## src/port_tuning_consts.svh

```systemverilog
`ifndef PORT_TUNING_CONSTS_SVH
`define PORT_TUNING_CONSTS_SVH
`define TLC_OFFSET 8'h8c
`define PHYP_OFFSET 8'h90
`define TLC_RESET 32'h0079_1894
`define TLC_RO_MASK_BIT 6
`define TLC_PORT_DIS_BIT 10
`define TLC_RESET_SEL_BIT 11
`define TLC_CNT_LSB 8
`define TLC_AUX_LSB 16
`define TLC_VALID_MASK 32'hbfff_1fff
`define TLC_UP_ONLY_MASK 32'h3c00_10ef
`define PHYP_RESET 32'h0000_8000
`define PHYP_VALID_MASK 32'hffff_807f
`define PHYP_LANE_MASK 32'h0000_007f
`endif

```

## src/port_tuning_pkg.sv

```systemverilog
`default_nettype none
package port_tuning_pkg;
   typedef struct packed {
      logic rd;
      logic wr;
      logic [7:0] addr;
      logic [31:0] wdata;
   } cfg_req_t;
   typedef struct packed {
      logic load;
      logic tlc_sel;
      logic [31:0] data;
   } load_req_t;
   typedef enum logic [1:0] {
      SRC_NONE,
      SRC_SMBUS,
      SRC_I2C,
      SRC_EEPROM
   } load_src_t;
endpackage
`default_nettype wire

```

## src/switch_port_tuning_csr.sv

```systemverilog
`include "port_tuning_consts.svh"
`default_nettype none
// Contract
// (RULE1) Defaults of these fields may be replaced by SMBus, I2C or EEPROM autoload.
// (RULE2) Upstream-only fields come from the upstream copy and apply switch-wide.
// (RULE3) Bit 6 is read-write, resets 0, disables relaxed ordering; only EEPROM reloads it.
// (RULE4) Bit 10 read-only, resets 0; loaded one disables the port.
// (RULE5) Bits 9:8 hold rate-change attempt count, reset 00b.
// (RULE6) Bit 11 is upstream reset select, reset to one.
// (RULE7) Bits 23:16 mirror aux PHY byte, reset 79h; bit 16 suppresses error retrain.
// (RULE8) PHY word bits 6:0 give per-lane mode, read-only, reset 00h.
// (RULE9) PHY word bits 31:15 carry upstream global delta, read-only, reset 0_0001h.
// (RULE10) Writes to read-only fields are ignored; reserved bits read zero.
module switch_port_tuning_csr (
   // Clock and reset.
   input wire logic core_clk_i,
   input wire logic rst_b_i,
   // Configuration space access, same clock.
   input wire port_tuning_pkg::cfg_req_t cfg_req_i,
   output logic [31:0] cfg_rdata_o,
   output logic cfg_ack_o,
   // Default loader, same clock.
   input wire port_tuning_pkg::load_req_t load_req_i,
   input wire port_tuning_pkg::load_src_t load_src_i,
   // Upstream strap and upstream copies of the global fields, from another port's clock.
   input wire logic is_upstream_i,
   input wire logic [31:0] up_tlc_i,
   input wire logic [16:0] up_delta_i,
   // Control outputs.
   output logic ordering_rule_off_o,
   output logic port_disable_o,
   output logic [1:0] rate_change_attempt_count_o,
   output logic reset_select_o,
   output logic [7:0] aux_phy_control_byte_o,
   output logic phy_retrain_off_o,
   output logic [6:0] lane_mode_o,
   output logic [16:0] phy_delta_o
);
   import port_tuning_pkg::*;

   logic [31:0] tlc_local;
   logic [31:0] phyp_local;
   logic up_is_s;
   logic [31:0] up_tlc_s;
   logic [16:0] up_delta_s;
   logic [48:0] up_prev_r;
   logic [48:0] up_held_r;
   logic up_settled;
   logic [31:0] up_tlc_h;
   logic [16:0] up_delta_h;
   logic [31:0] tlc_view;
   logic [31:0] phyp_view;
   logic [31:0] tlc_load_mask;
   logic tlc_sel_hit;
   logic phyp_sel_hit;
   logic tlc_load;
   logic phyp_load;
   logic tlc_sw_wr;
   logic [31:0] rdata_nxt;
   logic [31:0] rdata_r;
   logic ack_r;
   logic ordering_r;
   logic port_dis_r;
   logic [1:0] cnt_r;
   logic rsel_r;
   logic [7:0] aux_r;
   logic retrain_r;
   logic [6:0] lane_r;
   logic [16:0] delta_r;

   function automatic logic [31:0] merge_up(input logic [31:0] own, input logic [31:0] up,
                                            input logic [31:0] msk);
      merge_up = (own & ~msk) | (up & msk);
   endfunction

   // Register select for configuration reads and writes; the default loader selects by tlc_sel.
   assign tlc_sel_hit = (cfg_req_i.addr == `TLC_OFFSET);
   assign phyp_sel_hit = (cfg_req_i.addr == `PHYP_OFFSET);

   // Bit 6 is loadable by the EEPROM only, so other sources are masked off it.
   assign tlc_load_mask = (load_src_i == SRC_EEPROM) ? 32'hffff_ffff
                        : ~(32'h0000_0001 << `TLC_RO_MASK_BIT); // [RULE3]
   assign tlc_load = load_req_i.load && load_req_i.tlc_sel
                     && (load_src_i != SRC_NONE); // [RULE1]
   assign phyp_load = load_req_i.load && !load_req_i.tlc_sel
                      && (load_src_i != SRC_NONE); // [RULE1]
   assign tlc_sw_wr = cfg_req_i.wr && tlc_sel_hit; // [RULE10]

   tuning_word #(
      .RESET_VAL(`TLC_RESET),
      .VALID_MASK(`TLC_VALID_MASK),
      .SW_MASK(32'h0000_0001 << `TLC_RO_MASK_BIT)
   ) u_tlc (
      .core_clk_i(core_clk_i),
      .rst_b_i(rst_b_i),
      .load_i(tlc_load),
      .load_mask_i(tlc_load_mask),
      .load_data_i(load_req_i.data),
      .sw_wr_i(tlc_sw_wr),
      .sw_data_i(cfg_req_i.wdata),
      .value_o(tlc_local)
   );

   // The PHY word is never software writable.
   tuning_word #(
      .RESET_VAL(`PHYP_RESET),
      .VALID_MASK(`PHYP_VALID_MASK),
      .SW_MASK(32'h0000_0000)
   ) u_phyp (
      .core_clk_i(core_clk_i),
      .rst_b_i(rst_b_i),
      .load_i(phyp_load),
      .load_mask_i(32'hffff_ffff),
      .load_data_i(load_req_i.data),
      .sw_wr_i(1'b0),
      .sw_data_i(32'h0000_0000),
      .value_o(phyp_local)
   );

   sideband_sync #(
      .W(50)
   ) u_up_sync (
      .core_clk_i(core_clk_i),
      .rst_b_i(rst_b_i),
      .async_i({is_upstream_i, up_tlc_i, up_delta_i}),
      .sync_o({up_is_s, up_tlc_s, up_delta_s})
   );

   // The copies come from another clock with no strobe, so a word is taken only once two
   // samples agree; a word caught halfway through a change never reaches the outputs.
   assign up_settled = ({up_tlc_s, up_delta_s} == up_prev_r);
   always_ff @(posedge core_clk_i or negedge rst_b_i) begin
      if (!rst_b_i) begin
         up_prev_r <= 49'h0;
         up_held_r <= 49'h0;
      end else begin
         up_prev_r <= {up_tlc_s, up_delta_s};
         if (up_settled) begin
            up_held_r <= up_prev_r;
         end
      end
   end
   assign up_tlc_h = up_held_r[48:17];
   assign up_delta_h = up_held_r[16:0];

   // Downstream ports show the upstream copy of every switch-wide field.
   assign tlc_view = up_is_s ? tlc_local
                   : merge_up(tlc_local, up_tlc_h & `TLC_VALID_MASK,
                              `TLC_UP_ONLY_MASK); // [RULE2]
   assign phyp_view = up_is_s ? phyp_local
                    : merge_up(phyp_local, {up_delta_h, 15'h0000},
                               32'hffff_8000); // [RULE2] [RULE9]

   // Reserved bits already read zero through the valid masks.
   assign rdata_nxt = !cfg_req_i.rd ? rdata_r
                    : tlc_sel_hit ? tlc_view
                    : phyp_sel_hit ? (phyp_view & `PHYP_VALID_MASK)
                    : 32'h0000_0000; // [RULE10]

   always_ff @(posedge core_clk_i or negedge rst_b_i) begin
      if (!rst_b_i) begin
         rdata_r <= 32'h0000_0000;
         ack_r <= 1'b0;
      end else begin
         rdata_r <= rdata_nxt;
         ack_r <= cfg_req_i.rd || cfg_req_i.wr;
      end
   end

   always_ff @(posedge core_clk_i or negedge rst_b_i) begin
      if (!rst_b_i) begin
         ordering_r <= 1'b0;
         port_dis_r <= 1'b0;
         cnt_r <= 2'b00;
         rsel_r <= 1'b1;
         aux_r <= 8'h79;
         retrain_r <= 1'b1;
         lane_r <= 7'h00;
         delta_r <= 17'h00001;
      end else begin
         ordering_r <= tlc_view[`TLC_RO_MASK_BIT]; // [RULE3]
         port_dis_r <= tlc_view[`TLC_PORT_DIS_BIT]; // [RULE4]
         cnt_r <= tlc_view[`TLC_CNT_LSB +: 2]; // [RULE5]
         rsel_r <= tlc_view[`TLC_RESET_SEL_BIT]; // [RULE6]
         aux_r <= tlc_view[`TLC_AUX_LSB +: 8]; // [RULE7]
         retrain_r <= tlc_view[`TLC_AUX_LSB]; // [RULE7]
         lane_r <= phyp_view[6:0]; // [RULE8]
         delta_r <= phyp_view[31:15]; // [RULE9]
      end
   end

   assign cfg_rdata_o = rdata_r;
   assign cfg_ack_o = ack_r;
   assign ordering_rule_off_o = ordering_r;
   assign port_disable_o = port_dis_r;
   assign rate_change_attempt_count_o = cnt_r;
   assign reset_select_o = rsel_r;
   assign aux_phy_control_byte_o = aux_r;
   assign phy_retrain_off_o = retrain_r;
   assign lane_mode_o = lane_r;
   assign phy_delta_o = delta_r;

   property p_eeprom_only_bit6;
      @(posedge core_clk_i) disable iff (!rst_b_i)
      (tlc_load && load_src_i != SRC_EEPROM && !tlc_sw_wr)
      |=> ($stable(tlc_local[6]));
   endproperty
   a_eeprom_only_bit6: assert property (p_eeprom_only_bit6) // [RULE3]
      else $error("bit 6 changed by a non-EEPROM load");

   property p_sw_write_bit6;
      @(posedge core_clk_i) disable iff (!rst_b_i)
      (tlc_sw_wr && !tlc_load) |=> (tlc_local[6] == $past(cfg_req_i.wdata[6]));
   endproperty
   a_sw_write_bit6: assert property (p_sw_write_bit6) // [RULE3]
      else $error("software write to bit 6 not taken");

   property p_ro_ignored;
      @(posedge core_clk_i) disable iff (!rst_b_i)
      (tlc_sw_wr && !tlc_load) |=> ((tlc_local & 32'hffff_ffbf)
                                   == $past(tlc_local & 32'hffff_ffbf));
   endproperty
   a_ro_ignored: assert property (p_ro_ignored) // [RULE10]
      else $error("software write changed a read-only bit");

   property p_reserved_zero;
      @(posedge core_clk_i) disable iff (!rst_b_i)
      (cfg_req_i.rd && tlc_sel_hit) |=> ((cfg_rdata_o & 32'h4000_e000) == 32'h0000_0000);
   endproperty
   a_reserved_zero: assert property (p_reserved_zero) // [RULE10]
      else $error("reserved bits read nonzero");

   property p_port_disable;
      @(posedge core_clk_i) disable iff (!rst_b_i)
      1'b1 |=> (port_disable_o == $past(tlc_view[10]));
   endproperty
   a_port_disable: assert property (p_port_disable) // [RULE4]
      else $error("port disable does not follow bit 10");

   property p_retrain;
      @(posedge core_clk_i) disable iff (!rst_b_i)
      1'b1 |-> (phy_retrain_off_o == aux_phy_control_byte_o[0]);
   endproperty
   a_retrain: assert property (p_retrain) // [RULE7]
      else $error("retrain suppression disagrees with aux byte bit 0");

   property p_up_global;
      @(posedge core_clk_i) disable iff (!rst_b_i)
      !up_is_s |=> (phy_delta_o == $past(up_delta_h));
   endproperty
   a_up_global: assert property (p_up_global) // [RULE2] [RULE9]
      else $error("downstream delta differs from upstream copy");

   property p_load_takes;
      @(posedge core_clk_i) disable iff (!rst_b_i)
      phyp_load |=> (phyp_local == ($past(load_req_i.data) & `PHYP_VALID_MASK));
   endproperty
   a_load_takes: assert property (p_load_takes) // [RULE1] [RULE8]
      else $error("loaded PHY default not stored");

   property p_count;
      @(posedge core_clk_i) disable iff (!rst_b_i)
      1'b1 |=> (rate_change_attempt_count_o == $past(tlc_view[9:8]));
   endproperty
   a_count: assert property (p_count) // [RULE5]
      else $error("attempt count does not follow bits 9:8");

   property p_rsel;
      @(posedge core_clk_i) disable iff (!rst_b_i)
      1'b1 |=> (reset_select_o == $past(tlc_view[11]));
   endproperty
   a_rsel: assert property (p_rsel) // [RULE6]
      else $error("reset select does not follow bit 11");

   property p_phy_reserved_zero;
      @(posedge core_clk_i) disable iff (!rst_b_i)
      (cfg_req_i.rd && phyp_sel_hit) |=> ((cfg_rdata_o & 32'h0000_7f80) == 32'h0000_0000);
   endproperty
   a_phy_reserved_zero: assert property (p_phy_reserved_zero) // [RULE10]
      else $error("PHY word reserved bits read nonzero");

   property p_phy_no_sw_write;
      @(posedge core_clk_i) disable iff (!rst_b_i)
      (cfg_req_i.wr && phyp_sel_hit && !phyp_load) |=> $stable(phyp_local);
   endproperty
   a_phy_no_sw_write: assert property (p_phy_no_sw_write) // [RULE8] [RULE10]
      else $error("software write changed the PHY word");

   property p_unmapped_zero;
      @(posedge core_clk_i) disable iff (!rst_b_i)
      (cfg_req_i.rd && !tlc_sel_hit && !phyp_sel_hit) |=> (cfg_rdata_o == 32'h0000_0000);
   endproperty
   a_unmapped_zero: assert property (p_unmapped_zero) // [RULE10]
      else $error("unmapped read returned nonzero data");

   property p_up_ordering;
      @(posedge core_clk_i) disable iff (!rst_b_i)
      !up_is_s |=> (ordering_rule_off_o == $past(up_tlc_h[6]));
   endproperty
   a_up_ordering: assert property (p_up_ordering) // [RULE2] [RULE3]
      else $error("downstream ordering control differs from upstream copy");

   property p_lane;
      @(posedge core_clk_i) disable iff (!rst_b_i)
      1'b1 |=> (lane_mode_o == $past(phyp_local[6:0]));
   endproperty
   a_lane: assert property (p_lane) // [RULE8]
      else $error("lane mode does not follow the local PHY word");
endmodule // switch_port_tuning_csr
`default_nettype wire

```

## src/tuning_word.sv

```systemverilog
`include "port_tuning_consts.svh"
`default_nettype none
// One loadable configuration word: reset constant, sideband default load, masked software write.
module tuning_word #(
   parameter logic [31:0] RESET_VAL = 32'h0000_0000,
   parameter logic [31:0] VALID_MASK = 32'hffff_ffff,
   parameter logic [31:0] SW_MASK = 32'h0000_0000
) (
   // Clock and reset.
   input wire logic core_clk_i,
   input wire logic rst_b_i,
   // Default load and software write.
   input wire logic load_i,
   input wire logic [31:0] load_mask_i,
   input wire logic [31:0] load_data_i,
   input wire logic sw_wr_i,
   input wire logic [31:0] sw_data_i,
   // Stored value.
   output logic [31:0] value_o
);
   logic [31:0] value_r;
   logic [31:0] value_nxt;
   logic [31:0] lmask;
   assign lmask = load_mask_i & VALID_MASK;
   assign value_nxt = load_i ? ((value_r & ~lmask) | (load_data_i & lmask))
                    : sw_wr_i ? ((value_r & ~SW_MASK) | (sw_data_i & SW_MASK))
                    : value_r;
   always_ff @(posedge core_clk_i or negedge rst_b_i) begin
      if (!rst_b_i) begin
         value_r <= RESET_VAL;
      end else begin
         value_r <= value_nxt;
      end
   end
   assign value_o = value_r & VALID_MASK;
endmodule // tuning_word
`default_nettype wire

```

## src/sideband_sync.sv

```systemverilog
`default_nettype none
// Two-flop synchroniser for the upstream strap and the upstream copies of the global words.
module sideband_sync #(
   parameter int W = 1
) (
   input wire logic core_clk_i,
   input wire logic rst_b_i,
   input wire logic [W-1:0] async_i,
   output logic [W-1:0] sync_o
);
   logic [W-1:0] meta_r;
   logic [W-1:0] sync_r;
   always_ff @(posedge core_clk_i or negedge rst_b_i) begin
      if (!rst_b_i) begin
         meta_r <= '0;
         sync_r <= '0;
      end else begin
         meta_r <= async_i;
         sync_r <= meta_r;
      end
   end
   assign sync_o = sync_r;
endmodule // sideband_sync
`default_nettype wire

```

## config.mk

```make
export PLATFORM = sky130hd
export DESIGN_NAME = switch_port_tuning_csr
export DESIGN_NICKNAME = d
export VERILOG_FILES = /design/src/port_tuning_pkg.sv /design/src/switch_port_tuning_csr.sv /design/src/tuning_word.sv /design/src/sideband_sync.sv
export VERILOG_INCLUDE_DIRS = /design/src
export SDC_FILE = /design/constraint.sdc
export NUM_CORES = 1
export LEC_CHECK = 0
export BUFFER_PORTS_ARGS = -buffer_cell sky130_fd_sc_hd__buf_2
export CORE_MARGIN = 3
export CORE_UTILIZATION = 30
export DETAILED_ROUTE_END_ITERATION = 12
export PLACE_DENSITY_LB_ADDON = 0.12
export SLEW_MARGIN = 5
export SYNTH_ARGS = -nofsm -noshare
export SYNTH_HDL_FRONTEND = slang
export SYNTH_SLANG_ARGS = --single-unit
```

## constraint.sdc

```tcl
create_clock -name core_clk_i -period 2.2 [get_ports core_clk_i]
set_clock_uncertainty 0.1 [all_clocks]
set_input_delay 0.11 -clock core_clk_i [delete_from_list [all_inputs] [get_ports core_clk_i]]
set_output_delay 0.11 -clock core_clk_i [all_outputs]
set_load 0.02 [all_outputs]
```

; Word-level counts from Yosys, hierarchy flattened
; Cells that the tools add are included.
[totals]
ff_bits = 331
in_bits = 130
output_inout_bits = 71
word_cells = 44
[op_classes]
n_eq_ne = 4
n_mux = 7
n_bitwise = 8
n_reduce_logical = 9
[op_table]
columns = op, count
row1 = 32-bit 2-to-1 mux, 6
row2 = 32-bit AND, 2
row3 = 49-bit equality test, 1
row4 = 32-bit inverter, 1
row5 = 15-bit by 32-bit OR with 32-bit output, 1
row6 = 32-bit by 30-bit OR with 32-bit output, 1
row7 = 32-bit OR, 1
row8 = 32-bit by 7-bit OR with 32-bit output, 1
row9 = 7-bit by 32-bit OR with 32-bit output, 1
row10 = 8-bit equality test (second input constant), 2
row11 = 7-bit 2-to-1 mux, 1
row12 = 1-bit logical AND, 5
row13 = 2-bit nonzero test, 2
row14 = 2-bit equality test (second input constant), 1
row15 = 1-bit zero test, 1
row16 = 1-bit logical OR, 1

; Depth between registers and ports, before layout
; Gate-level depths: netlist of the first run.
[logic_depth]
word_depth = 6
ltp_mapped = 7
ltp_nobuf = 5

; Cells and area by module
; From an unflattened synthesis of the first run, not the netlist that was laid out.
[unflattened]
cells_unflattened = 679
hier_area_um2 = 10501.3
[by_module_without_submodules]
columns = mod, instances, cells_per_inst, area_each_um2, seq_area_each_um2
row1 = switch_port_tuning_csr, 1, 403, 5575.3, 3712.3
row2 = sideband_sync, 1, 100, 2502.4, 2502.4
row3 = tuning_word at u_tlc, 1, 93, 1300.0, 713.2
row4 = tuning_word at u_phyp, 1, 83, 1123.6, 601.8

; Worst setup path after synthesis of the first run
; No wires, ideal clock.
[synth_timing]
kind = reg2reg
startpoint = register up_prev_r[3]
endpoint = register up_held_r[18]
setup_time_ps = 127
t_arrival_ps = 1836
required_ps = 1973
slack_ps = 137
path_stages_with_launch = 8
path_buffers = 2
synth_period_minus_slack_ps = 2063
path_cell_list = dfrtp_1 > xor2_1 > nor4_1 > nand3_1 > nor4_2 > buf_4 > buf_6 > mux2_1
[synth_between]
elab_chain_cells = 1
[synth_rtl]
columns = element, line
row1 = start: declaration, switch_port_tuning_csr.sv:46  ; logic [48:0] up_prev_r;
row2 = start signal: assignment, switch_port_tuning_csr.sv:137  ; up_prev_r <= {up_tlc_s, up_delta_s};
row3 = 49-bit equality test, switch_port_tuning_csr.sv:131  ; assign up_settled = ({up_tlc_s, up_delta_s} == up_prev_r);
row4 = end signal: assignment, switch_port_tuning_csr.sv:139  ; up_held_r <= up_prev_r;
row5 = end: declaration, switch_port_tuning_csr.sv:47  ; logic [48:0] up_held_r;
; Every way passes these cells.
; A chain may end at the register's enable or synchronous reset.

; Worst setup path after layout of the first run
[layout_timing]
startpoint = register up_prev_r[22]
endpoint = register up_held_r[29]
; The elaborated chain is that of the path after synthesis.

==> reports/qor.csv, run 1 <==
stage,metric,value,unit
sta,worst_slack,-0.299,ns
pwr,ir_worst_vdd,518,uV
sta,fin_crit_sh,114,%
synth,synth_seq_area_share,75.3,%
sta,slew_violations,0,
cells_and_area,synthToLayoutAreaGrowth,35.6,%
clocking,clk_path_buf_depth,3,
worst_setup_path,worst-path-buf-inv,2,
outcome,failed_checks,setup timing,
grt,antenna_found_initial,1,
worst_setup_path,worstSetupEndpointType,flop,
pwr,power,12.2,mW
synth,netlist_top_cells_area,"dfrtp_1 71%, mux2_2 11%, dfstp_2 4.8%",
die,rows,66,
detailed_routing,drt-total-wl,22600,um
die,ios,201,
sta,period_needed,2.50,ns
worst_setup_path,path_cells,"xor2_1, nor4_2, buf_4, nand4_1, nor4_4, buf_4, mux2_1",
worst_setup_path,critical_path.startpoint_type,flop,
placed_design,dp.cells,1222,
pwr,p_seq_share,50.5,%
clocking,path_clk_slew,0.06,ns
detailed_routing,viasPerCell,4.22,
pwr,p_sw,2.80,mW
pwr,p_comb_share,9.4,%
flow_run,cap_violations,0,
cells_and_area,final_cells,1365,
die,start_util,30.5,%
worst_setup_path,cp_slowest_stage_delay,0.40,ns
grt,grt_pass1_wl,36300,um
synth,yosysWarnings,0,
clocking,clockRootBuffer,clkbuf_16,
synth,synth_top_area_share,70.5,%
grt,grt_overflow_total,0,
detailed_routing,ant_nets,0,
sta,worst_pin_slew,0.815,ns
grt,grt_pass1_vias,6368,
detailed_routing,vias,5767,
die,dieArea,0.0353,mm2
synth,synth_top_cell_by_area,dfrtp_1,
placed_design,hpwlAfterDp,14800,um
pwr,power_frac_clock,40.0,%
clocking,tritoncts,yes,
clocking,insertion_delay,0.54,ns
die,die_h,188,um
grt,grt_max_degree,60,
synth,ys_types,29,
outcome,status,finished with violations,
detailed_routing,wl_per_cell,16.5,um
die,core_area,0.0326,mm2
placed_design,placed_cell_area,0.0116,mm2
sta,grt_setup_unrepaired,true,
sta,hold_viol,0,
pwr,total_leakage_power,6.20,nW
placed_design,gp_congestion,0.722,
synth,netlist_area,0.00993,mm2
synth,syn_inst,606,
sta,relSlewSlack,45.7,%
pwr,p_int,9.44,mW
synth,avgSynthCellArea,16.4,um2
die,die_w,188,um
clocking,cts-buffers-inserted,30,
hold_path,hp-class,in2async,
worst_setup_path,required,2.52,ns
placed_design,port_buffers,165,
cells_and_area,drive_gt1_share,40.0,%
detailed_routing,drt-pass1-iter-count,4,
pwr,sw_frac_of_total,22.9,%
pwr,p_per_area,909,mW/mm2
detailed_routing,drc,0,
worst_setup_path,cp_slowest_cell,nor4_2,
worst_setup_path,critPathKind,reg2reg,
worst_setup_path,crit_top_cell,buf_4,
worst_setup_path,crit_family,simple AND/OR/NAND/NOR gates,
worst_setup_path,critPathMaxFanout,7,
sta,setup_viol_count_final,29,
detailed_routing,drt-initial-drc-count,270,
cells_and_area,stdcell_area,0.0135,mm2
cells_and_area,num-nets-final,1029,
worst_setup_path,cp.arrival,2.81,ns
clocking,clock_sinks,298,
clocking,post-cts-setup-buffers,0,
clocking,htreeDepth,1,
grt,grt_usage,12.9,%
sta,max_freq,0.400,GHz
synth,ys_seq_elements,298,
cells_and_area,antenna_cells,0,
-- cells by family (layout without fill, tap and decap cells) --
group / after synthesis / after routing / synth area share (%)
AOI/OAI and AO/OA: 55 / 55 / 3.39
xor gates and xnor gates: 49 / 49 / 4.32
buffers and inverters: 35 / 351 / 1.57
DFF: 298 / 298 / 75.3
muxes: 109 / 109 / 12.4
other: 1 / 2 / 0.0377
and+or+nand+nor: 59 / 59 / 3.04
-- cell usage after synthesis --
cell,n
a21oi_1,22
a22oi_1,22
a311oi_1,1
and2_1,1
and3_1,1
and4b_1,2
buf_1,1
buf_2,2
buf_4,4
buf_6,1
clkbuf_1,19
conb_1,1
dfrtp_1,280
dfstp_2,18
inv_1,8
mux2_1,10
mux2_2,99
nand2_1,1
nand3_1,10
nand4_1,2
nor2_1,25
nor3_1,3
nor4_1,12
nor4_2,1
o211ai_1,1
o21ai_0,9
or2_2,1
xnor2_1,2
xor2_1,47
-- power by group through the flow --
stage | clock (mW) | sequential [mW] | combinational (mW)
final | 4.90 | 6.18 | 1.16
after global routing | 5.30 | 6.24 | 1.27
after CTS | 5.09 | 6.19 | 1.18
after detailed placement | 0 | 6.29 | 1.04
after global placement | 0 | 6.27 | 1.03
after floorplan | 0 | 6.39 | 0.382
-- final timing paths --
kind                                            from                    to  slack (ns)  cells past startpoint
worst max-delay path                   up_prev_r[22]         up_held_r[29]       -0.30                      7
worst min-delay path                         rst_b_i     u_tlc.value_r[29]        0.04                      2
worst max register to register         up_prev_r[22]         up_held_r[29]       -0.30                      7
worst min register to register  u_up_sync.meta_r[41]  u_up_sync.sync_o[41]        0.24                      0
max in group asynchronous                    rst_b_i      u_tlc.value_r[7]        1.17                      3
min in group core_clk_i                  up_tlc_i[9]  u_up_sync.meta_r[26]        0.11                      2
-- flip-flops by register name, indices dropped and copies added, names as in the netlist, named ones only --
| register | flops |
|---|---|
| u_up_sync.meta_r | 50 |
| u_up_sync.sync_o | 50 |
| up_prev_r | 49 |
| cfg_rdata_o | 30 |
| up_held_r | 29 |
| u_tlc.value_r | 27 |
| u_phyp.value_r | 24 |
| phy_delta_o | 17 |
| aux_phy_control_byte_o | 8 |
| lane_mode_o | 7 |
| rate_change_attempt_count_o | 2 |
| cfg_ack_o | 1 |
| ordering_rule_off_o | 1 |
| port_disable_o | 1 |
| reset_select_o | 1 |
-- worst reg2reg max path, stage by stage (launching register included) --
cell     delay (ns)
dfrtp_1        0.39
xor2_1         0.18
nor4_2         0.40
buf_4          0.18
nand4_1        0.19
nor4_4         0.38
buf_4          0.23
mux2_1         0.34
-- cells in the final DEF (no fill, tap or decap), types with 7 or more instances in the layout --
master         count
mux2_4            14
dfstp_2           18
buf_4             28
buf_12             7
dfrtp_1          279
a22oi_1           22
nand3_1           10
mux2_2            89
clkbuf_16         31
inv_1              8
nor2_1            24
xor2_1            47
clkbuf_1          15
nor4_1            10
dlygate4sd3_1     87
buf_2            164
a21oi_1           22
o21ai_0            9
-- final cells by class --
class | instances | area [um2]
clock buffers | 52 | 915
clock inverters | 4 | 47.5
fillers | 3008 | 19200
inverters | 8 | 30.0
multi-input cells | 274 | 2380
flip-flops and latches | 298 | 7480
well taps | 442 | 553
repair buffers | 287 | 2060
-- what timing repair did --
| item | in CTS | in global routing |
|---|---|---|
| pin swaps | 2 | 0 |
| endpoints found under the setup margin | 29 | 29 |
| resized for setup | 14 | 2 |
| hold buffers | 87 | 0 |
| cloned | 0 | 0 |
| endpoints found under the hold margin | 384 | 0 |
-- metrics by stage --
| stage | TNS [ns] | hold WS (ns) | worst slack [ns] | util [%] |
|---|---|---|---|---|
| after floorplan | 0 | -0.286 | 0.137 | - |
| after global placement | -12.74 | -0.0133 | -0.449 | 35.5 |
| after detailed placement | -13.18 | 0.00375 | -0.477 | 35.5 |
| after CTS | -8.91 | 0.0351 | -0.330 | 41.3 |
| after global routing | -10.40 | 0.0709 | -0.388 | 41.3 |
| final | -8.11 | 0.0432 | -0.299 | 41.3 |
-- layer usage --
metal  track usage, %  wire [um]
met5                0          7
met3             2.52       1170
met2             20.0      10100
met1             18.9      10900
met4             3.09        399
(Power assumes the default switching activity.)
==> inputs of run 2 (changes only) <==
--- a/config.mk
+++ b/config.mk
@@ -8,8 +8,9 @@
 export LEC_CHECK = 0
 export BUFFER_PORTS_ARGS = -buffer_cell sky130_fd_sc_hd__buf_2
 export CORE_MARGIN = 3
-export CORE_UTILIZATION = 30
+export CORE_UTILIZATION = 49
 export DETAILED_ROUTE_END_ITERATION = 12
+export HOLD_SLACK_MARGIN = 0.15
 export PLACE_DENSITY_LB_ADDON = 0.12
 export SLEW_MARGIN = 5
 export SYNTH_ARGS = -nofsm -noshare
==> run 2 against run 1 <==
Against the previous run: the run still ends with setup timing left; register-to-register slack gained 0.11 ns; design area up 3.2%; total power is 0.66% lower; die area down 38%.
==> reports/qor.csv, run 2 (synthesis results as in run 1) <==
stage,metric,value,unit
sta,worst_slack,-0.194,ns
die,die_w,148,um
worst_setup_path,critPathMaxFanout,7,
die,start_util,50.4,%
die,core_area,0.0197,mm2
detailed_routing,viasPerCell,4.95,
detailed_routing,drc,0,
worst_setup_path,r2r_cells,7,
cells_and_area,layout_commonest_cell,dfrtp_1,
detailed_routing,ant_nets,0,
worst_setup_path,critPathKind,reg2reg,
sta,hold_viol,0,
pwr,total_leakage_power,6.45,nW
placed_design,hpwlAfterDp,12900,um
die,die_h,148,um
grt,grt_overflow_total,0,
die,ios,201,
detailed_routing,drt-met1-wl,9190,um
clocking,htreeDepth,1,
worst_setup_path,cp-endpoint,up_held_r[1],
clocking,cts-buffers-inserted,29,
sta,holdWs,0.176,ns
sta,max_freq,0.418,GHz
pwr,p_int,9.38,mW
sta,period_needed,2.39,ns
detailed_routing,highest_layer,met4,
sta,relSlewSlack,57.0,%
placed_design,port_buffers,165,
hold_path,hp-class,in2reg,
sta,slew_violations,0,
cells_and_area,antenna_cells,0,
pwr,power,12.2,mW
detailed_routing,wl_per_cell,17.3,um
grt,grt_pass1_vias,6641,
cells_and_area,num-nets-final,1081,
clocking,insertion_delay,0.52,ns
pwr,p_per_area,875,mW/mm2
flow_run,cap_violations,0,
worst_setup_path,worstSetupEndpointType,flop,
outcome,status,finished with violations,
sta,setup_viol_count_final,29,
die,dieArea,0.0220,mm2
cells_and_area,synthToLayoutAreaGrowth,39.9,%
sta,worst_pin_slew,0.644,ns
detailed_routing,wl_met2,10600,um
pwr,ir_worst_vdd,651,uV
clocking,tritoncts,yes,
worst_setup_path,critical_path.startpoint_type,flop,
detailed_routing,vias,6128,
detailed_routing,dr_wl_met3,1210,um
clocking,path_clk_slew,0.06,ns
worst_setup_path,reg2reg_from,up_prev_r[0],
grt,antenna_found_initial,0,
detailed_routing,drt-initial-drc-count,218,
clocking,clock_sinks,298,
worst_setup_path,cp.arrival,2.70,ns
grt,grt_max_degree,68,
die,rows,51,
pwr,sw_frac_of_total,22.8,%
detailed_routing,drt-pass1-iter-count,4,
clocking,clockRootBuffer,clkbuf_16,
grt,grt_usage,20.0,%
placed_design,gp_congestion,0.795,
cells_and_area,final_cell_mix,"280 x dfrtp_1, 164 x buf_2, 135 x dlygate4sd3_1",
sta,fin_crit_sh,109,%
sta,setup_tns,-4.88,ns
cells_and_area,drive_gt1_share,39.6,%
detailed_routing,drt-total-wl,21400,um
grt,grt_pass1_wl,34900,um
pwr,p_sw,2.77,mW
clocking,clk_path_buf_depth,3,
pwr,power_frac_clock,39.0,%
worst_setup_path,startpoint,up_prev_r[0],
pwr,p_seq_share,50.9,%
worst_setup_path,required,2.50,ns
worst_setup_path,reg2reg_to,up_held_r[1],
sta,grt_setup_unrepaired,true,
pwr,p_comb_share,10.1,%
worst_setup_path,r2r_setup_slack,-0.19,ns
outcome,failed_checks,setup timing,
## run 2: changes by cell type in the layout (fill, tap and decap cells not counted), moves of 4 or more
cell / previous run / this run
mux2_1: 6 / 1
clkinv_2: 2 / 6
mux2_2: 89 / 82
mux2_4: 14 / 26
dlygate4sd3_1: 87 / 135
clkbuf_1: 15 / 10
nor4_1: 10 / 6
## run 2: stage by stage
step	worst slack [ns]	area [um2]	util, %	cells
CTS	-0.252	13900	70.4	1238
global placement	-0.387	11300	57.5	1043
global route	-0.314	13900	70.5	1238
finish	-0.194	13900	70.5	1238
floorplan	0.137	9940	-	607
detailed placement	-0.426	11300	57.5	1043
## run 2: metal layers
| layer | up-vias | track usage [%] |
|---|---|---|
| met5 | - | 0 |
| met4 | 0 | 4.76 |
| met3 | 35 | 3.23 |
| met2 | 182 | 33.4 |
| met1 | 3130 | 28.1 |
| li1 | 2781 | - |
## run 2: power groups by stage
stage / Sequential (mW) / Combinational [mW] / Clock, mW
finish: 6.19 / 1.23 / 4.74
global route: 6.24 / 1.34 / 5.10
CTS: 6.19 / 1.24 / 4.86
detailed placement: 6.28 / 1.02 / 0
global placement: 6.25 / 0.998 / 0
floorplan: 6.39 / 0.382 / 0
## run 2: worst min path at each step
| stage | from | end | slack (ns) | cells past startpoint |
|---|---|---|---|---|
| final | up_tlc_i[6] | u_up_sync.meta_r[23] | 0.18 | 2 |
| after global routing | up_tlc_i[6] | u_up_sync.meta_r[23] | 0.16 | 2 |
| after floorplan | rst_b_i | asynchronous set/reset pin | -0.29 | 0 |
| after global placement | rst_b_i | cfg_rdata_o[15] | 0.006 | 1 |
| after CTS | up_tlc_i[6] | u_up_sync.meta_r[23] | 0.15 | 2 |
| after detailed placement | rst_b_i | cfg_rdata_o[15] | 0.008 | 1 |
## run 2: layout make-up
type | instances | area [um2]
clock buffers | 43 | 818
flip-flops and latches | 298 | 7480
repair buffers | 340 | 2650
well taps | 265 | 332
inverters | 8 | 30.0
clock inverters | 10 | 106
fillers | 1321 | 5820
multi-input cells | 274 | 2480
## run 2: critical path: stages, from the launching register on
cell and delay [ns]:
dfrtp_1 0.39, xor2_1 0.19, nor4_4 0.39, nand4_1 0.22, nor4_4 0.33, buf_6 0.17, buf_8 0.14, mux2_2 0.33
## run 2: what timing repair did
item / CTS / global route
hold endpoints to repair: 416 / 0
gates cloned: 3 / 0
pin swaps: 6 / 6
gates resized for setup: 37 / 7
endpoints found under the setup margin: 29 / 29
buffers inserted: 5 / 1
hold buffers: 135 / 0
==> inputs of run 3 (changes only) <==
--- a/config.mk
+++ b/config.mk
@@ -8,11 +8,12 @@
 export LEC_CHECK = 0
 export BUFFER_PORTS_ARGS = -buffer_cell sky130_fd_sc_hd__buf_2
 export CORE_MARGIN = 3
-export CORE_UTILIZATION = 49
+export CORE_UTILIZATION = 59
 export DETAILED_ROUTE_END_ITERATION = 12
 export HOLD_SLACK_MARGIN = 0.15
 export PLACE_DENSITY_LB_ADDON = 0.12
 export SLEW_MARGIN = 5
 export SYNTH_ARGS = -nofsm -noshare
 export SYNTH_HDL_FRONTEND = slang
+export SYNTH_HIERARCHICAL = 1
 export SYNTH_SLANG_ARGS = --single-unit
==> constraint.sdc (replaced) <==
create_clock -name core_clk_i -period 2.96 [get_ports core_clk_i]
set_clock_uncertainty 0.1 [all_clocks]
set_input_delay 0.148 -clock core_clk_i [delete_from_list [all_inputs] [get_ports core_clk_i]]
set_output_delay 0.148 -clock core_clk_i [all_outputs]
set_load 0.02 [all_outputs]
==> run 3 against run 2 <==
Against the previous run: the flow now finishes without violations; largest power group unchanged; sequential share of layout area rose by 0.80 points; critical endpoint is now up_held_r[6]; sequential cell count increased by 2; design area is 0.81% lower; die area decreased by 12%; maximum frequency grew 0.45%; hold slack worse by 0.020 ns; first-iteration DRC count up 51%; synthesized cell count rose by 10%; worst setup slack gained 0.77 ns; clock power fell by 29%.
==> reports/qor.csv, run 3 <==
stage,metric,value,unit
outcome,status,"finished, final reports clean",
cells_and_area,num-nets-final,1151,
sta,relSlewSlack,18.7,%
clocking,post-cts-setup-buffers,0,
die,dieArea,0.0193,mm2
clocking,clockRootBuffer,clkbuf_16,
clocking,path_clk_slew,0.06,ns
cells_and_area,stdcell_area,0.0138,mm2
pwr,total_leakage_power,6.68,nW
clocking,cts-buffers-inserted,28,
sta,period_needed,2.38,ns
worst_setup_path,worstSetupEndpointType,flop,
cells_and_area,final_cell_mix,"282 x dfrtp_1, 166 x buf_2, 120 x dlygate4sd3_1",
worst_setup_path,critPathMaxFanout,29,
hold_path,hp-class,in2async,
clocking,clk_path_buf_depth,3,
detailed_routing,wl_per_cell,17.9,um
die,rows,47,
cells_and_area,antenna_cells,0,
grt,grt_pass1_vias,7126,
clocking,htreeDepth,1,
detailed_routing,ant_nets,0,
cells_and_area,final_cells,1263,
die,ios,201,
detailed_routing,drt-pass1-iter-count,5,
flow_run,cap_violations,0,
placed_design,dp.cells,1091,
placed_design,placed_cell_area,0.0117,mm2
die,die_h,139,um
pwr,ir_worst_vdd,531,uV
sta,slew_violations,0,
sta,setup_viol_count_final,0,
worst_setup_path,cp.arrival,2.69,ns
cells_and_area,layout_commonest_cell,dfrtp_1,
cells_and_area,synthToLayoutAreaGrowth,32.1,%
worst_setup_path,required,3.27,ns
clocking,clock_sinks,300,
sta,setup_tns,0,ns
grt,grt_overflow_total,0,
sta,worst_pin_slew,1.22,ns
grt,grt_max_degree,101,
detailed_routing,drt-initial-drc-count,329,
placed_design,gp_congestion,0.834,
clocking,insertion_delay,0.53,ns
placed_design,port_buffers,167,
worst_setup_path,critical_path.startpoint_type,flop,
detailed_routing,viasPerCell,5.02,
pwr,p_per_area,661,mW/mm2
cells_and_area,drive_gt1_share,33.2,%
clocking,tritoncts,yes,
sta,grt_setup_unrepaired,false,
die,core_area,0.0169,mm2
grt,grt_usage,24.0,%
grt,antenna_found_initial,0,
synth,yosysWarnings,6,
placed_design,hpwlAfterDp,13100,um
sta,max_freq,0.420,GHz
synth,avgSynthCellArea,15.6,um2
sta,holdWs,0.157,ns
sta,hold_viol,0,
detailed_routing,drc,0,
synth,syn_inst,669,
synth,netlist_area,0.0104,mm2
worst_setup_path,critPathKind,reg2reg,
sta,fin_crit_sh,80.5,%
die,start_util,61.6,%
detailed_routing,vias,6345,
grt,grt_pass1_wl,37100,um
detailed_routing,drt-total-wl,22500,um
die,die_w,139,um
cells_and_area,fillers,923,
run 3: changes by cell type in the layout (fill, tap and decap cells not counted), sizes merged, moves of 4 or more:
cell | previous run | this run
clkinv | 7 | 13
dlygate4sd3 | 135 | 120
conb | 2 | 55
clkbuf | 43 | 39
nand2 | 1 | 51
buf | 205 | 179
run 3: through the flow:
| step | setup slack (ns) | utilization [%] | power, mW |
|---|---|---|---|
| after CTS | 0.510 | 81.4 | 9.14 |
| after global routing | 0.477 | 81.4 | 9.48 |
| after global placement | 0.609 | 69.2 | 5.63 |
| after floorplan | 0.897 | - | 5.29 |
| after detailed placement | 0.534 | 69.2 | 5.68 |
| final | 0.577 | 81.4 | 9.11 |
run 3: path summary, 6_finish.rpt:
path                                        endpoint  cells past startpoint  slack, ns           startpoint
max in group asynchronous  aux_phy_control_byte_o[5]                      3       1.68              rst_b_i
max reg2reg                             up_held_r[6]                      6       0.58        up_prev_r[22]
max                                     up_held_r[6]                      6       0.58        up_prev_r[22]
min in group core_clk_i         u_up_sync/meta_r[22]                      2       0.16          up_tlc_i[5]
min                                  cfg_rdata_o[10]                      2       0.16              rst_b_i
min reg2reg                      u_up_sync/sync_o[9]                      0       0.24  u_up_sync/meta_r[9]
run 3: repair_timing:
| item | CTS | global route |
|---|---|---|
| endpoints found under the setup margin | 0 | 0 |
| resized for setup | 0 | 0 |
| endpoints found under the hold margin | 345 | 0 |
| hold buffers | 120 | 0 |
run 3: metal layers:
metal	GRT usage [%]	vias up	routed length [um]
li1	-	2914	-
met3	4.52	37	1220
met4	7.16	0	447
met2	41.2	211	11600
met1	31.8	3183	9280
met5	0	-	0
run 3: area by class of cell:
cell class	count	area, um2	area share [%]
tap	220	275	2.00
multi-input combinational	383	2890	21.0
timing repair buffer	299	2190	15.9
clock inverter	13	65.1	0.472
clock buffer	39	803	5.83
inverter	9	33.8	0.245
sequential	300	7530	54.6
run 3: critical path, stage by stage (launching register included):
cell and delay [ns]:
dfrtp_1 0.40, xor2_1 0.17, nor4_1 0.40, nand4_1 0.23
nor4_4 0.35, buf_12 0.25, mux2_2 0.37
run 3: power breakdown:
group / total (mW) / internal [mW] / switching [mW]
Clock: 3.35 / 1.89 / 1.46
Sequential: 4.72 / 4.51 / 0.207
Combinational: 1.04 / 0.531 / 0.511
